<file path="src/wdt_pkg.sv">
// Package of constants shared by the watchdog reset timer files
package wdt_pkg;

   // ==========================================================
   // Register map (word indexes; byte address is index times 4)
   // ==========================================================
   localparam int unsigned ADR_W = 18;               // Byte address width on the bus
   localparam int unsigned IDX_W = 16;               // Word index width
   localparam logic [15:0] CTL_IDX = 16'hffbe;       // watchdog_control_status
   localparam logic [15:0] CNT_IDX = 16'hffbf;       // watchdog_counter

   // ==========================================================
   // Field positions of watchdog_control_status
   // ==========================================================
   localparam int unsigned B_CW_GUARD = 7;           // counter_enable_guard
   localparam int unsigned B_CW = 6;                 // counter_write_permit
   localparam int unsigned B_RW_GUARD = 5;           // register_permit_guard
   localparam int unsigned B_RW = 4;                 // register_write_permit
   localparam int unsigned B_RUN_GUARD = 3;          // run_guard
   localparam int unsigned B_RUN = 2;                // watchdog_run
   localparam int unsigned B_FLAG_GUARD = 1;         // flag_guard
   localparam int unsigned B_FLAG = 0;               // overflow_reset_flag

   // ==========================================================
   // Reset values and masks
   // ==========================================================
   localparam logic [7:0] CTL_RESET = 8'haa;         // Control register after reset
   localparam logic [7:0] GUARD_MASK = 8'haa;        // Guard bits always read as one
   localparam logic [7:0] CNT_RESET = 8'h00;         // Counter after reset
   localparam logic [7:0] CNT_MAX = 8'hff;           // Last count before rollover
   localparam logic [31:0] RD_NONE = 32'h0000_0000;  // Answer to an unmapped read

   // ==========================================================
   // Timing counts
   // ==========================================================
   localparam int unsigned PRESCALE_DIV_DEF = 8192;  // System clocks per counter tick
   localparam int unsigned RESET_OSC_DEF = 512;      // Oscillator cycles of chip reset

   // ==========================================================
   // Internal reset sequencer states
   // ==========================================================
   typedef enum logic [0:0] {
      WDT_NORMAL = 1'b0,                             // Chip running
      WDT_HOLD = 1'b1                                // Chip held in reset
   } wdt_state_e;

endpackage : wdt_pkg

</file>
<file path="src/wdt_prescale.sv">
// Prescaler that divides the system clock into watchdog counter ticks
`timescale 1ns/10ps
`default_nettype none

module wdt_prescale #(
   parameter int unsigned DIV = 8192                 // System clocks per tick
) (
   input wire logic clk_i,                           // System clock
   input wire logic rst_i,                           // Synchronous reset, high
   input wire logic ce_i,                            // Clock enable, freezes all
   input wire logic run_i,                           // Count while high, clear when low
   output logic tick_o                               // One-cycle tick pulse
);
   import wdt_pkg::*;

   localparam int unsigned CW = (DIV > 1) ? $clog2(DIV) : 1;
   localparam logic [CW-1:0] LAST = CW'(DIV - 1);    // Final phase before a tick

   logic [CW-1:0] phase;                             // Divider phase
   wire at_last = (phase == LAST);                   // Divider wraps this cycle

   // ==========================================================
   // Divider: restarts whenever counting is off so every period
   // is a whole number of ticks from the enabling write
   // ==========================================================
   always_ff @(posedge clk_i) begin
      if (rst_i) begin
         phase <= '0;
         tick_o <= 1'b0;
      end else if (ce_i) begin
         if (!run_i) begin
            phase <= '0;
            tick_o <= 1'b0;
         end else begin
            phase <= at_last ? '0 : CW'(phase + 1'b1);
            tick_o <= at_last;
         end
      end
   end

endmodule // wdt_prescale
`default_nettype wire

</file>
<file path="src/wdt_top.sv">
// Watchdog reset timer with a classic Wishbone register slave
//
// Chosen here: register access over Wishbone.
`timescale 1ns/10ps
`default_nettype none

// Behaviour
// - 8-bit counter ticks at system clock over 8192
// - Rollover from ff requests reset, sets flag
// - Internal reset lasts 512 oscillator cycles
// - Internal reset drives the whole chip
// - Counter write reloads; counting continues from it
// - Counter is zero after reset
// - Bit 6 permits counter writes, resets to 0
// - Bit 6 changes only when bit 7 written 0
// - Bit 4 changes only when bit 5 written 0
// - Bits 2 and 0 writable only while bit 4
// - Guard bits read one and store nothing
// - Bit 2 changes only when bit 3 written 0
// - Run set by permitted write of 0,1
// - Run cleared by reset or permitted 0,0
// - Counter advances only while run is one
// - Flag cleared by pin reset or permitted 0,0
// - Low-power modes halt counter, keep control
module wdt_top #(
   parameter int unsigned PRESCALE_DIV = wdt_pkg::PRESCALE_DIV_DEF,  // Clocks per tick
   parameter int unsigned RESET_OSC_CYCLES = wdt_pkg::RESET_OSC_DEF  // Reset length
) (
   input wire logic clk_i,                           // System clock, 40 MHz
   input wire logic rst_i,                           // Pin reset, synchronous, high
   input wire logic ce_i,                            // Clock enable
   input wire logic halt_i,                          // Watch, subactive, subsleep or standby
   input wire logic osc_clk_i,                       // Oscillator clock pin
   input wire logic cyc_i,                           // Wishbone cycle
   input wire logic stb_i,                           // Wishbone strobe
   input wire logic we_i,                            // Wishbone write
   input wire logic [wdt_pkg::ADR_W-1:0] adr_i,      // Wishbone byte address
   input wire logic [3:0] sel_i,                     // Wishbone byte selects
   input wire logic [31:0] dat_i,                    // Wishbone write data
   output logic [31:0] dat_o,                        // Wishbone read data
   output logic ack_o,                               // Wishbone acknowledge
   output logic chip_reset_o                         // Chip-wide internal reset
);
   import wdt_pkg::*;

   localparam int unsigned OW = $clog2(RESET_OSC_CYCLES + 1);
   localparam logic [OW-1:0] OSC_LAST = OW'(RESET_OSC_CYCLES - 1);

   // Open test on a guard bit within the write data
   function automatic logic guard_open(input logic [7:0] d, input int unsigned g);
      return ~d[g];
   endfunction

   // ==========================================================
   // State
   // ==========================================================
   wdt_state_e state;                                // Internal reset sequencer
   wdt_state_e next_state;                           // Its next value
   logic [7:0] cnt;                                  // watchdog_counter
   logic cw;                                         // counter_write_permit
   logic rw;                                         // register_write_permit
   logic run;                                        // watchdog_run
   logic flag;                                       // overflow_reset_flag
   logic [OW-1:0] osc_cnt;                           // Oscillator edges while held
   logic osc_s1;                                     // Oscillator sync stage 1
   logic osc_s2;                                     // Oscillator sync stage 2
   logic osc_s3;                                     // Oscillator sync stage 3
   logic osc_lvl;                                    // Accepted oscillator level
   logic tick;                                       // Prescaled tick

   // ==========================================================
   // Bus decode
   // ==========================================================
   wire [IDX_W-1:0] idx = adr_i[ADR_W-1:2];          // Word index
   wire is_ctl = (idx == CTL_IDX);                   // Control register hit
   wire is_cnt = (idx == CNT_IDX);                   // Counter register hit
   wire bus_req = cyc_i & stb_i & ~ack_o;            // New request waiting
   wire bus_end = cyc_i & stb_i & ack_o & ce_i;      // Edge where master takes ack
   wire wr_lane = we_i & sel_i[0];                   // Low byte written
   wire hold = (state == WDT_HOLD);                  // Chip held in reset
   wire [7:0] wd = dat_i[7:0];                       // Written byte

   // Writes land on the edge at which the master samples ack
   wire wr_ctl = bus_end & wr_lane & is_ctl & ~hold;
   wire wr_cnt_ok = bus_end & wr_lane & is_cnt & cw & ~hold;

   // ==========================================================
   // Field updates, each gated by its own guard bit
   // ==========================================================
   wire cw_wr = wr_ctl & guard_open(wd, B_CW_GUARD);
   wire rw_wr = wr_ctl & guard_open(wd, B_RW_GUARD);
   wire run_wr = wr_ctl & rw & guard_open(wd, B_RUN_GUARD);
   wire flag_clr = wr_ctl & rw & guard_open(wd, B_FLAG_GUARD)
      & ~wd[B_FLAG];
   wire next_cw = cw_wr ? wd[B_CW] : cw;             // Counter permit
   wire next_rw = rw_wr ? wd[B_RW] : rw;             // Register permit
   wire next_run = run_wr ? wd[B_RUN] : run;

   // ==========================================================
   // Counter datapath
   // ==========================================================
   // Counting stops in low-power modes and while run is clear
   wire cnt_go = tick & run & ~halt_i & ~hold;
   // A software reload beats a tick that lands in the same cycle
   wire ovf = cnt_go & ~wr_cnt_ok & (cnt == CNT_MAX);
   wire [7:0] cnt_inc = 8'(cnt + 8'h01);
   wire [7:0] next_cnt = wr_cnt_ok ? wd :
      cnt_go ? cnt_inc : cnt;
   // Overflow sets the flag and wins over a clearing write
   wire next_flag = ovf | (flag & ~flag_clr);

   // ==========================================================
   // Read view
   // ==========================================================
   wire [7:0] ctl_view = GUARD_MASK
      | (8'(cw) << B_CW) | (8'(rw) << B_RW)
      | (8'(run) << B_RUN) | (8'(flag) << B_FLAG);
   wire [31:0] rd_mux = is_ctl ? {24'h000000, ctl_view} :
      is_cnt ? {24'h000000, cnt} : RD_NONE;

   // ==========================================================
   // Oscillator edge detection
   // ==========================================================
   wire osc_agree = (osc_s2 == osc_s3);              // Stages 2 and 3 agree
   wire osc_edge = osc_agree & osc_s3 & ~osc_lvl;    // Accepted rising edge
   wire osc_done = osc_edge & (osc_cnt == OSC_LAST);

   // Sequencer next state
   always_comb begin
      next_state = state;
      unique case (state)
         WDT_NORMAL: begin
            if (ovf) begin
               next_state = WDT_HOLD;
            end
         end
         WDT_HOLD: begin
            if (osc_done) begin
               next_state = WDT_NORMAL;
            end
         end
      endcase
   end

   // ==========================================================
   // Prescaler
   // ==========================================================
   wdt_prescale #(
      .DIV(PRESCALE_DIV)
   ) u_prescale (
      .clk_i(clk_i),
      .rst_i(rst_i),
      .ce_i(ce_i),
      .run_i(run & ~halt_i & ~hold),
      .tick_o(tick)
   );

   // Oscillator synchroniser, three stages
   always_ff @(posedge clk_i) begin
      if (rst_i) begin
         osc_s1 <= 1'b0;
         osc_s2 <= 1'b0;
         osc_s3 <= 1'b0;
         osc_lvl <= 1'b0;
      end else if (ce_i) begin
         osc_s1 <= osc_clk_i;
         osc_s2 <= osc_s1;
         osc_s3 <= osc_s2;
         if (osc_agree) begin
            osc_lvl <= osc_s3;
         end
      end
   end

   // Internal reset sequencer and its length count
   always_ff @(posedge clk_i) begin
      if (rst_i) begin
         state <= WDT_NORMAL;
         chip_reset_o <= 1'b0;
         osc_cnt <= '0;
      end else if (ce_i) begin
         state <= next_state;
         chip_reset_o <= (next_state == WDT_HOLD);
         if (!hold || osc_done) begin
            osc_cnt <= '0;
         end else if (osc_edge) begin
            osc_cnt <= OW'(osc_cnt + 1'b1);
         end
      end
   end

   // Control fields and counter; internal reset spares the flag
   always_ff @(posedge clk_i) begin
      if (rst_i) begin
         cnt <= CNT_RESET;
         {cw, rw, run} <= 3'b000;
         flag <= 1'b0;
      end else if (ce_i) begin
         if (ovf || hold) begin
            cnt <= CNT_RESET;
            {cw, rw, run} <= 3'b000;
         end else begin
            cnt <= next_cnt;
            {cw, rw, run} <= {next_cw, next_rw, next_run};
         end
         flag <= next_flag;
      end
   end

   // Wishbone slave: ack one cycle after the request, dropped next
   always_ff @(posedge clk_i) begin
      if (rst_i) begin
         ack_o <= 1'b0;
         dat_o <= RD_NONE;
      end else if (ce_i) begin
         ack_o <= bus_req;
         if (bus_req && !we_i) begin
            dat_o <= rd_mux;
         end
      end
   end
endmodule // wdt_top
`default_nettype wire
</file>
<file path="config.mk">
export PLATFORM = sky130hd
export DESIGN_NAME = wdt_top
export DESIGN_NICKNAME = d
export VERILOG_FILES = /design/src/wdt_pkg.sv /design/src/wdt_prescale.sv /design/src/wdt_top.sv
export SDC_FILE = /design/constraint.sdc
export NUM_CORES = 1
export LEC_CHECK = 0
export BUFFER_PORTS_ARGS = -buffer_cell sky130_fd_sc_hd__buf_2
export CELL_PAD_IN_SITES_DETAIL_PLACEMENT = 1
export CELL_PAD_IN_SITES_GLOBAL_PLACEMENT = 1
export CORE_UTILIZATION = 39
export DETAILED_ROUTE_END_ITERATION = 10
export PLACE_DENSITY_LB_ADDON = 0.1
export SYNTH_ARGS = -nofsm -noshare
export SYNTH_HDL_FRONTEND = slang
export SYNTH_SLANG_ARGS = --single-unit
export TNS_END_PERCENT = 10
</file>
<file path="constraint.sdc">
create_clock -name clk_i -period 4.3 [get_ports clk_i]
set_clock_uncertainty 0.05 [all_clocks]
set_input_delay 0 -clock clk_i [delete_from_list [all_inputs] [get_ports clk_i]]
set_output_delay 0 -clock clk_i [all_outputs]
set_load 0.02 [all_outputs]
</file>
==> metrics.txt, run 1 <==
Setup-failing EPs final 0; DR iter-0 viols just over 100; crit end category register; GRT Total Usage 0.1969; post-DP HPWL about 5200 um; deepest clock path buffer count 2; Final Hold Viols 0; routed vias about 2500; Post-synth EDFFs 0; synthesized flop and latch total 50; Mapped Cells around 340; Ports 96; Reg area approximately 1000 um2; Synth top area share 0.3592; Post-CTS Resized 0; WL per Instance about 15 um; crit-path max FO 6; sequential share of power 0.530; synthesized area between 2000 and 3000 um2; worst min-delay path startpoint we_i; Layout area overhead 13.70%; clk sink count 50; share of layout cells above drive strength 1 0.1693; first-pass GRT wire length ~12000 um; Max Clock Freq about 440 MHz; WHS Path Cells 4; Clock Pin Slew Worst Setup and Hold Paths approximately 0.1 ns; Tightest Pin Transition roughly 0.9 ns; top cell type by total area after synthesis dfxtp_1; Post-synth ARST share 0; DR WL met3 230 um; WP data required approximately 4.5 ns; synth top area cells dfxtp_1 36%, buf_4 6.5%, xor2_1 5.0%; commonest cells in the netlist 50 x dfxtp_1, 36 x nor2_1, 30 x nand2_1; Root Buffer clkbuf_8; Initial Util 0.4079; RSZ-0062 raised after global routing false; yosys warns 0; layout net count 444; outcome complete, no violations; GP Congestion 0.7633; Critical Path Max Stage Delay about 0.75 ns; CP Buf/Inv Count 0; area of the multi-input gates ~1600 um2; Crit path max-delay family simple AND/OR/NAND/NOR gates; Rows 30; Worst path depth 5; CP max stage cell nor3b_1; setup TNS 0 ns; Congestion Overflow GR 0; power density over the cells roughly 280 nW/um2; P_sw ~220 uW; residual DRC count 0; vias per std cell approximately 5.2; syn_area_per_cell slightly above 8 um2; worst r2r src hold; relative slew slack 0.3941; die height about 87 um; most frequent cell after synthesis dfxtp_1; Die W 86.53 um; crit path kind register to register; met2 routed WL around 3500 um; full die area around 7500 um2; ys flop type dfxtp_1; Tcrit/Tclk final 0.5330; I/O Buffers 42; latest clock arrival within the worst-skew pair 0.31 ns; antenna-violating nets left 0; switch share 0.2498; ANT cells 0; leakage about 0.0013 uW; max layer used met4; Gate power share 0.089; CTS Buf Count 5; Critical Path AT approximately 2.5 ns; Placement Setup Slack 1.919 ns; postcts setup bufs 0; routed length on met1 approximately 3100 um; Min-Delay Path Class input pin to register; antenna violations before repair 0; fin crit period ~2.3 ns; Max-Cap Viols 0; CTS tree yes; Worst R2R Path Depth 5; Initial DRT Pass Iterations 4; pin count of the biggest net entering global routing 28; Peak VDD IR 185.3 uV; final worst setup slack about 2 ns; Max H-tree Level 2; vias in the first global route ~2500; layout filler cell count roughly 870; Unique masters post-synth between 50 and 60; Critical Path Source Type register; Setup crit start hold; clock power share 0.382; Int Pwr between 600 and 700 uW; Core ar. between 6000 and 7000 um2; register area share after synthesis 0.3592; max-slew violations 0; crit-path cells nor3b_1 > o41ai_1 > nor4_1 > nand4b_1 > o211ai_1; Util after Layout 0.4637; Detailed Route WL around 7000 um; Post-CTS Hold Buffers 9
[worst reg2reg max path, delay by kind of cell (launching register included)]
kind	cells	cell delay, ns
AOI/OAI and AO/OA	2	0.36
DFF	1	0.32
and+or+nand+nor	3	1.49
[cell families after synthesis]
kind of cell,synth area share
muxes,0.03413
adders and majority gates,0.01796
and+or+nand+nor,0.2946
xor gates and xnor gates,0.06286
DFF,0.3592
other,0.001346
AOI/OAI and AO/OA,0.1343
buffers and inverters,0.09564
[power groups by stage]
stage	registers [uW]	logic [uW]	clock network (uW)
after detailed placement	479	72.0	0
after global placement	479	70.8	0
final	468	78.3	338
after global routing	469	86.4	366
after CTS	468	78.6	344
after floorplan	479	64.1	0
[stage by stage]
stage	instance area [um2]	total power, uW	instances	hold slack, ns
6_report	3168	884.1	474	0.06400
5_1_grt	3168	921.0	474	0.08738
4_1_cts	3168	891.2	474	0.05347
3_5_place_dp	2970	551.2	458	0.2103
3_3_place_gp	2970	549.8	458	0.1925
2_1_floorplan	2873	543.0	359	0.09584
[layout make-up]
| type | count | area share |
|---|---|---|
| Clock buffer | 5 | 0.02172 |
| Clock inverter | 2 | 0.01224 |
| Inverter | 5 | 0.005924 |
| Multi-Input combinational cell | 263 | 0.5067 |
| Sequential cell | 50 | 0.3160 |
| Tap cell | 96 | 0.03791 |
| Timing Repair Buffer | 53 | 0.09953 |
[registers in the layout (all words and copies together) (netlist names)]
| register | flops |
|---|---|
| ack_o | 1 |
| cnt | 8 |
| cw | 1 |
| dat_o | 8 |
| flag | 1 |
| hold | 1 |
| osc_cnt | 10 |
| osc_lvl | 1 |
| osc_s1 | 1 |
| osc_s2 | 1 |
| osc_s3 | 1 |
| run | 1 |
| rw | 1 |
| u_prescale.phase | 13 |
| u_prescale.tick_o | 1 |
[worst paths after layout]
| path | to | slack, ns |
|---|---|---|
| setup / recovery | run | 2.01 |
| hold / removal | dat_o[3] | 0.06 |
| hold reg to reg | dat_o[1] | 0.40 |
| setup reg to reg | run | 2.01 |
[routing by layer]
| metal | GRT usage | vias up |
|---|---|---|
| met5 | 0 | - |
| met3 | 0.03619 | 12 |
| li1 | - | 1228 |
| met4 | 0.06212 | 0 |
| met2 | 0.3514 | 46 |
| met1 | 0.2390 | 1184 |
[placed cells by master, fill, tap and decap left out, types with 3 or more instances in the layout]
cell type / count
dfxtp_1: 50
buf_2: 42
nor2_1: 36
nand2_1: 30
nand3_1: 24
conb_1: 24
xor2_1: 16
a21oi_1: 13
nand4_1: 12
o21ai_0: 9
dlygate4sd3_1: 9
nand2b_1: 7
and3_1: 6
nor2b_1: 6
inv_1: 5
mux2i_1: 5
nand3b_1: 5
clkbuf_8: 5
xnor2_1: 4
o211ai_1: 4
mux2_2: 4
ha_1: 4
and4_1: 3
nor4_1: 3
nand4b_1: 3
nor3_1: 3
a31oi_1: 3
a32oi_1: 3
No activity file was read; power rests on OpenSTA's default activity.
==> inputs of run 2 (changes only) <==
--- a/config.mk
+++ b/config.mk
@@ -8,7 +8,7 @@
 export BUFFER_PORTS_ARGS = -buffer_cell sky130_fd_sc_hd__buf_2
 export CELL_PAD_IN_SITES_DETAIL_PLACEMENT = 1
 export CELL_PAD_IN_SITES_GLOBAL_PLACEMENT = 1
-export CORE_UTILIZATION = 39
+export CORE_UTILIZATION = 33
 export DETAILED_ROUTE_END_ITERATION = 10
 export PLACE_DENSITY_LB_ADDON = 0.1
 export SYNTH_ARGS = -nofsm -noshare
==> constraint.sdc (replaced) <==
create_clock -name clk_i -period 2.1 [get_ports clk_i]
set_clock_uncertainty 0.05 [all_clocks]
set_input_delay 0 -clock clk_i [delete_from_list [all_inputs] [get_ports clk_i]]
set_output_delay 0 -clock clk_i [all_outputs]
set_load 0.02 [all_outputs]
==> run 2 against run 1 <==
Effect of this change: total power up 110%; critical path type unchanged; first-iteration DRC count decreased by 11%; setup slack lost 1.9 ns; largest power group unchanged; sequential power increased by 100%; combinational power up 120%; utilization shrank 6.2 points; die area up 18%.
==> metrics.txt, run 2 (same netlist as run 1, synthesis figures left out) <==
crit path kind register to register; Congestion Overflow GR 0; fin crit period ~2 ns; Root Buffer clkbuf_8; Crit path max-delay family simple AND/OR/NAND/NOR gates; Setup-failing EPs final 0; Min-Delay Path Class input pin to register; CP Buf/Inv Count 0; largest registers u_prescale.phase x13, osc_cnt x10; vias per std cell between 5 and 6; full die area 8815 um2; Die W 93.89 um; Critical Path Source Type register; die height 93.89 um; Tightest Pin Transition between 0.7 and 0.8 ns; GP Congestion 0.7550; antenna violations before repair 0; relative slew slack 0.5159; Layout area overhead 18.01%; share of layout cells above drive strength 1 0.2020; crit-path most repeated cell nand4b_1; DP Area 3078 um2; DR iter-0 viols 91; Tcrit/Tclk final 0.9423; pin count of the biggest net entering global routing 27; Critical Path Max Stage Delay roughly 0.62 ns; GRT Total Usage 0.1736; Critical Path AT around 2.2 ns; area of the multi-input gates between 1500 and 2000 um2; most common cell after layout, fill and taps aside dfxtp_1; ANT cells 0; RSZ-0062 raised after global routing false; setup TNS 0 ns; Core ar. about 8000 um2; crit end category register; Final Hold Viols 0; Detailed Route WL between 7000 and 8000 um; max reg flops 13; max-slew violations 0; CTS tree yes; Max H-tree Level 2; residual DRC count 0; Ports 96; Initial Util 0.3408; layout filler cell count roughly 1000; I/O Buffers between 40 and 50; Reg area 1001 um2; WP data required roughly 2.3 ns; finished layout cell area around 3300 um2; Initial DRT Pass Iterations 4; Max-Cap Viols 0; CP max stage cell nor4_1; clk sink count 50; Clock Pin Slew Worst Setup and Hold Paths roughly 0.1 ns; layout net count approximately 460; Max Clock Freq 505.3 MHz; first-pass GRT wire length 12060 um; routed vias 2510; vias in the first global route about 2600; outcome complete, no violations; Fin Hold WS 0.05424 ns; crit-path cells nand4b_1 > or2_2 > nor4_1 > nand4b_1 > o211ai_1; latest clock arrival within the worst-skew pair around 0.31 ns; CTS Buf Count 5; Rows 33; deepest clock path buffer count 2; power density over the cells between 500 and 600 nW/um2; post-DP HPWL roughly 5400 um; Largest Register u_prescale.phase; Peak VDD IR about 260 uV; postcts setup bufs 0; crit-path max FO 5; WL per Instance about 14 um; leakage around 0.0013 uW; commonest cells after routing, fill and taps aside 50 x dfxtp_1, 42 x buf_2, 36 x nor2_1, 30 x nand2_1; antenna-violating nets left 0
## run 2: per-stage QoR
stage,worst slack (ns),total power [uW],cells,util
5_1_grt,0.03234,1912,496,0.4022
3_3_place_gp,0.1233,1135,479,0.3765
6_report,0.1211,1830,496,0.4022
3_5_place_dp,0.1320,1138,479,0.3765
2_1_floorplan,0.1587,1112,359,-
4_1_cts,0.1078,1854,496,0.4013
## run 2: path summary, 6_finish.rpt
kind                            startpoint        to  slack, ns  cells past startpoint
worst max-delay path                  hold       run       0.12                      5
worst max register to register        hold       run       0.12                      5
worst min-delay path                  we_i  dat_o[4]       0.05                      4
worst min register to register    dat_o[5]  dat_o[5]       0.40                      2
## run 2: report_power, final
group	internal (uW)	switching (uW)	leakage, uW	total [uW]
clock network	358	344	0.0000585	702
registers	953	6.02	0.000403	959
logic	60.4	109	0.000864	170
## run 2: worst reg2reg max path: cells and delay by family, from the launching register on
| kind | cells | cell delay, ns |
|---|---|---|
| flip-flops | 1 | 0.38 |
| AO/OA/AOI/OAI | 1 | 0.13 |
| AND/OR/NAND/NOR | 4 | 1.35 |
## run 2: cell type report
| type | count | share of cell area |
|---|---|---|
| timing repair buffer | 65 | 0.1233 |
| clock buffer | 5 | 0.02093 |
| tap | 105 | 0.03995 |
| inverter | 5 | 0.005708 |
| sequential | 50 | 0.3044 |
| clock inverter | 3 | 0.01332 |
| multi-input combinational | 263 | 0.4924 |
## run 2: repair_timing
item / CTS / global route
resized for setup: 0 / 1
hold endpoints to repair: 12 / 0
setup endpoints to repair: 0 / 2
hold buffers: 9 / 0
## run 2: routing by layer
metal	GRT usage	part of all wire
met2	0.2968	0.48
met3	0.03236	0.024
met5	0	0
met4	0.06026	0.021
met1	0.2168	0.47
==> inputs of run 3 (changes only) <==
--- a/config.mk
+++ b/config.mk
@@ -5,13 +5,16 @@
 export SDC_FILE = /design/constraint.sdc
 export NUM_CORES = 1
 export LEC_CHECK = 0
+export ABC_AREA = 1
 export BUFFER_PORTS_ARGS = -buffer_cell sky130_fd_sc_hd__buf_2
 export CELL_PAD_IN_SITES_DETAIL_PLACEMENT = 1
 export CELL_PAD_IN_SITES_GLOBAL_PLACEMENT = 1
-export CORE_UTILIZATION = 33
+export CORE_UTILIZATION = 32
+export CTS_CLUSTER_SIZE = 16
 export DETAILED_ROUTE_END_ITERATION = 10
 export PLACE_DENSITY_LB_ADDON = 0.1
 export SYNTH_ARGS = -nofsm -noshare
 export SYNTH_HDL_FRONTEND = slang
+export SYNTH_HIERARCHICAL = 1
 export SYNTH_SLANG_ARGS = --single-unit
 export TNS_END_PERCENT = 10
==> run 3 against run 2 <==
Effect of this change: synthesized cell count increased by 39%; maximum frequency increased by 5.6%; synthesized area increased by 10%; non-clock buffer count decreased by 9; critical path depth increased by 5; sequential share of layout area decreased by 2.0 points; die area increased by 13%; global-route usage increased by 0.59 points; highest routed layer unchanged.
==> metrics.txt, run 3 <==
crit-path cells ha_1 > nand3_1 > nor2_1 > nand2_1 > nor2_2 > nand2_2 > nand2_2 > nor2_1 > a21oi_1 > nor2_1; vias in the first global route between 2000 and 3000; crit end category register; relative slew slack 0.5915; CTS tree yes; DP Area approximately 3400 um2; max reg flops 13; Placement Setup Slack about 0.23 ns; crit-path max FO 5; layout net count 584; crit path kind register to register; Critical Path AT a little over 2 ns; Post-CTS Resized 0; antenna-violating nets left 0; yosys warns 6; Max H-tree Level 2; Worst R2R Path Depth 10; synthesized flop and latch total 50; residual DRC count 0; Tightest Pin Transition approximately 0.61 ns; Synth top area share 0.3265; DR iter-0 viols 57; worst r2r src cnt[0]; most frequent cell after synthesis nand2_1; routed vias about 3000; Crit path max-delay family simple AND/OR/NAND/NOR gates; GP Congestion approximately 0.77; setup TNS 0 ns; Setup-failing EPs final 0; largest registers u_prescale/phase x13, osc_cnt x10; Peak VDD IR around 280 uV; Initial Util 0.3318; clk sink count 50; top cell type by total area after synthesis dfxtp_1; Core ar. 9240 um2; Util after Layout 0.3808; Root Buffer clkbuf_8; Max-Cap Viols 0; Layout area overhead 14.78%; Critical Path Source Type register; leakage roughly 0.0016 uW; RSZ-0062 raised after global routing false; Post-synth EDFFs 0; pin count of the biggest net entering global routing 19; latest clock arrival within the worst-skew pair roughly 0.30 ns; final worst setup slack around 0.23 ns; Fin Hold WS 0.02747 ns; deepest clock path buffer count 2; most common cell after layout, fill and taps aside nand2_1; CTS Buf Count 5; worst reg2reg endpoint cnt[6]; commonest cells after routing, fill and taps aside 109 x nand2_1, 69 x nor2_1, 50 x dfxtp_1, 49 x inv_1, 42 x buf_2; Congestion Overflow GR 0; first-pass GRT wire length roughly 14000 um; share of layout cells above drive strength 1 0.1696; Hold Crit Endpoint ack_o; Detailed Route WL ~8400 um; Final Hold Viols 0; outcome complete, no violations; Max Clock Freq about 530 MHz; WL per Instance around 13 um; crit-path most repeated cell nor2_1; Post-synth ARST share 0; post-DP HPWL around 6500 um; syn_area_per_cell 6.578 um2; fin crit period between 1.5 and 2 ns; Mapped Cells 466; die height between 90 and 100 um; I/O Buffers 42; vias per std cell between 4 and 5; ys flop type dfxtp_1; Min-Delay Path Class input pin to register; WP data required 2.26 ns; WHS Path Cells 5; Die W around 100 um; Tcrit/Tclk final 0.8922; full die area between 9000 and 10000 um2; Rows 35; synthesized area around 3100 um2; ANT cells 0; GRT Total Usage 0.1795; power density over the cells 565.8 nW/um2; synth top area cells dfxtp_1 33%, nand2_1 13%, nor2_1 8.4%; antenna violations before repair 0; worst min-delay path startpoint stb_i; CP Buf/Inv Count 0; Critical Path Max Stage Delay 0.40 ns; Clock Pin Slew Worst Setup and Hold Paths about 0.10 ns; Unique masters post-synth 34; r2r setup slk 0.23 ns; Initial DRT Pass Iterations 4; finished layout cell area about 3500 um2; register area share after synthesis 0.3265; Largest Register u_prescale/phase; Ports 96; max-slew violations 0; commonest cells in the netlist 109 x nand2_1, 69 x nor2_1, 50 x dfxtp_1; CP max stage cell dfxtp_1
## run 3: cell types whose count changed after synthesis, sizes merged, moves of 7 or more
cell / previous run / this run
a21oi: 14 / 29
clkbuf: 13 / 4
inv: 5 / 51
nand2: 30 / 118
nand2b: 7 / 0
nand3: 24 / 40
nor2: 36 / 79
nor3: 3 / 11
o21ai: 9 / 20
xor2: 16 / 9
## run 3: worst max-delay path by stage
| stage | startpoint | depth (start not counted) | slack [ns] | endpoint |
|---|---|---|---|---|
| floorplan | cnt[0] | 10 | 0.51 | cnt[0] |
| global placement | cnt[0] | 10 | 0.28 | cnt[6] |
| detailed placement | cnt[0] | 10 | 0.23 | cnt[6] |
| CTS | cnt[0] | 10 | 0.21 | cnt[0] |
| global route | ack_o | 11 | 0.01 | cnt[4] |
| finish | cnt[0] | 10 | 0.23 | cnt[6] |
## run 3: routing by layer
| layer | vias up | track usage | share of wire |
|---|---|---|---|
| met3 | 2 | 0.02019 | 0.029 |
| met2 | 47 | 0.3024 | 0.46 |
| met1 | 1414 | 0.2445 | 0.50 |
| met4 | 0 | 0.04412 | 0.0055 |
| met5 | - | 0 | 0 |
| li1 | 1541 | - | - |
## run 3: stage by stage
step	cells	total power, uW
floorplan	489	1135
global placement	637	1172
detailed placement	637	1176
CTS	648	2020
global route	648	2076
finish	648	1991
## run 3: logic make-up (layout without fill, tap and decap cells)
kind of cell / after synthesis / count (layout) / synth area share
other: 1 / 24 / 0.001223
buffers and inverters: 85 / 115 / 0.1457
XOR/XNOR: 10 / 10 / 0.02857
adder cells (fa/ha/maj): 4 / 4 / 0.01633
AO/OA/AOI/OAI: 58 / 58 / 0.1078
flip-flops: 50 / 50 / 0.3265
AND/OR/NAND/NOR: 258 / 258 / 0.3739
## run 3: layout make-up
cell class | count | area [um2]
fillers | 1214 | 5722
multi-input cells | 354 | 1704
flip-flops and latches | 50 | 1001
repair buffers | 56 | 322.8
inverters | 51 | 191.4
well taps | 129 | 161.4
clock buffers | 5 | 68.82
clock inverters | 3 | 68.82
## run 3: repair_timing
item | in CTS | in global routing
hold endpoints to repair | 6 | 0
hold buffers | 3 | 0
setup buffers | 0 | 0
## run 3: worst reg2reg max path, cell delays in order (launching register included)
cell	delay (ns)
dfxtp_1	0.40
ha_1	0.20
nand3_1	0.13
nor2_1	0.14
nand2_1	0.11
nor2_2	0.24
nand2_2	0.12
nand2_2	0.14
nor2_1	0.06
a21oi_1	0.13
nor2_1	0.05
## run 3: power by group
part / total [uW] / switching (uW) / internal, uW
Combinational: 189 / 128 / 60.8
Sequential: 968 / 7.64 / 960
Clock: 834 / 356 / 478
Total: 1990 / 492 / 1500
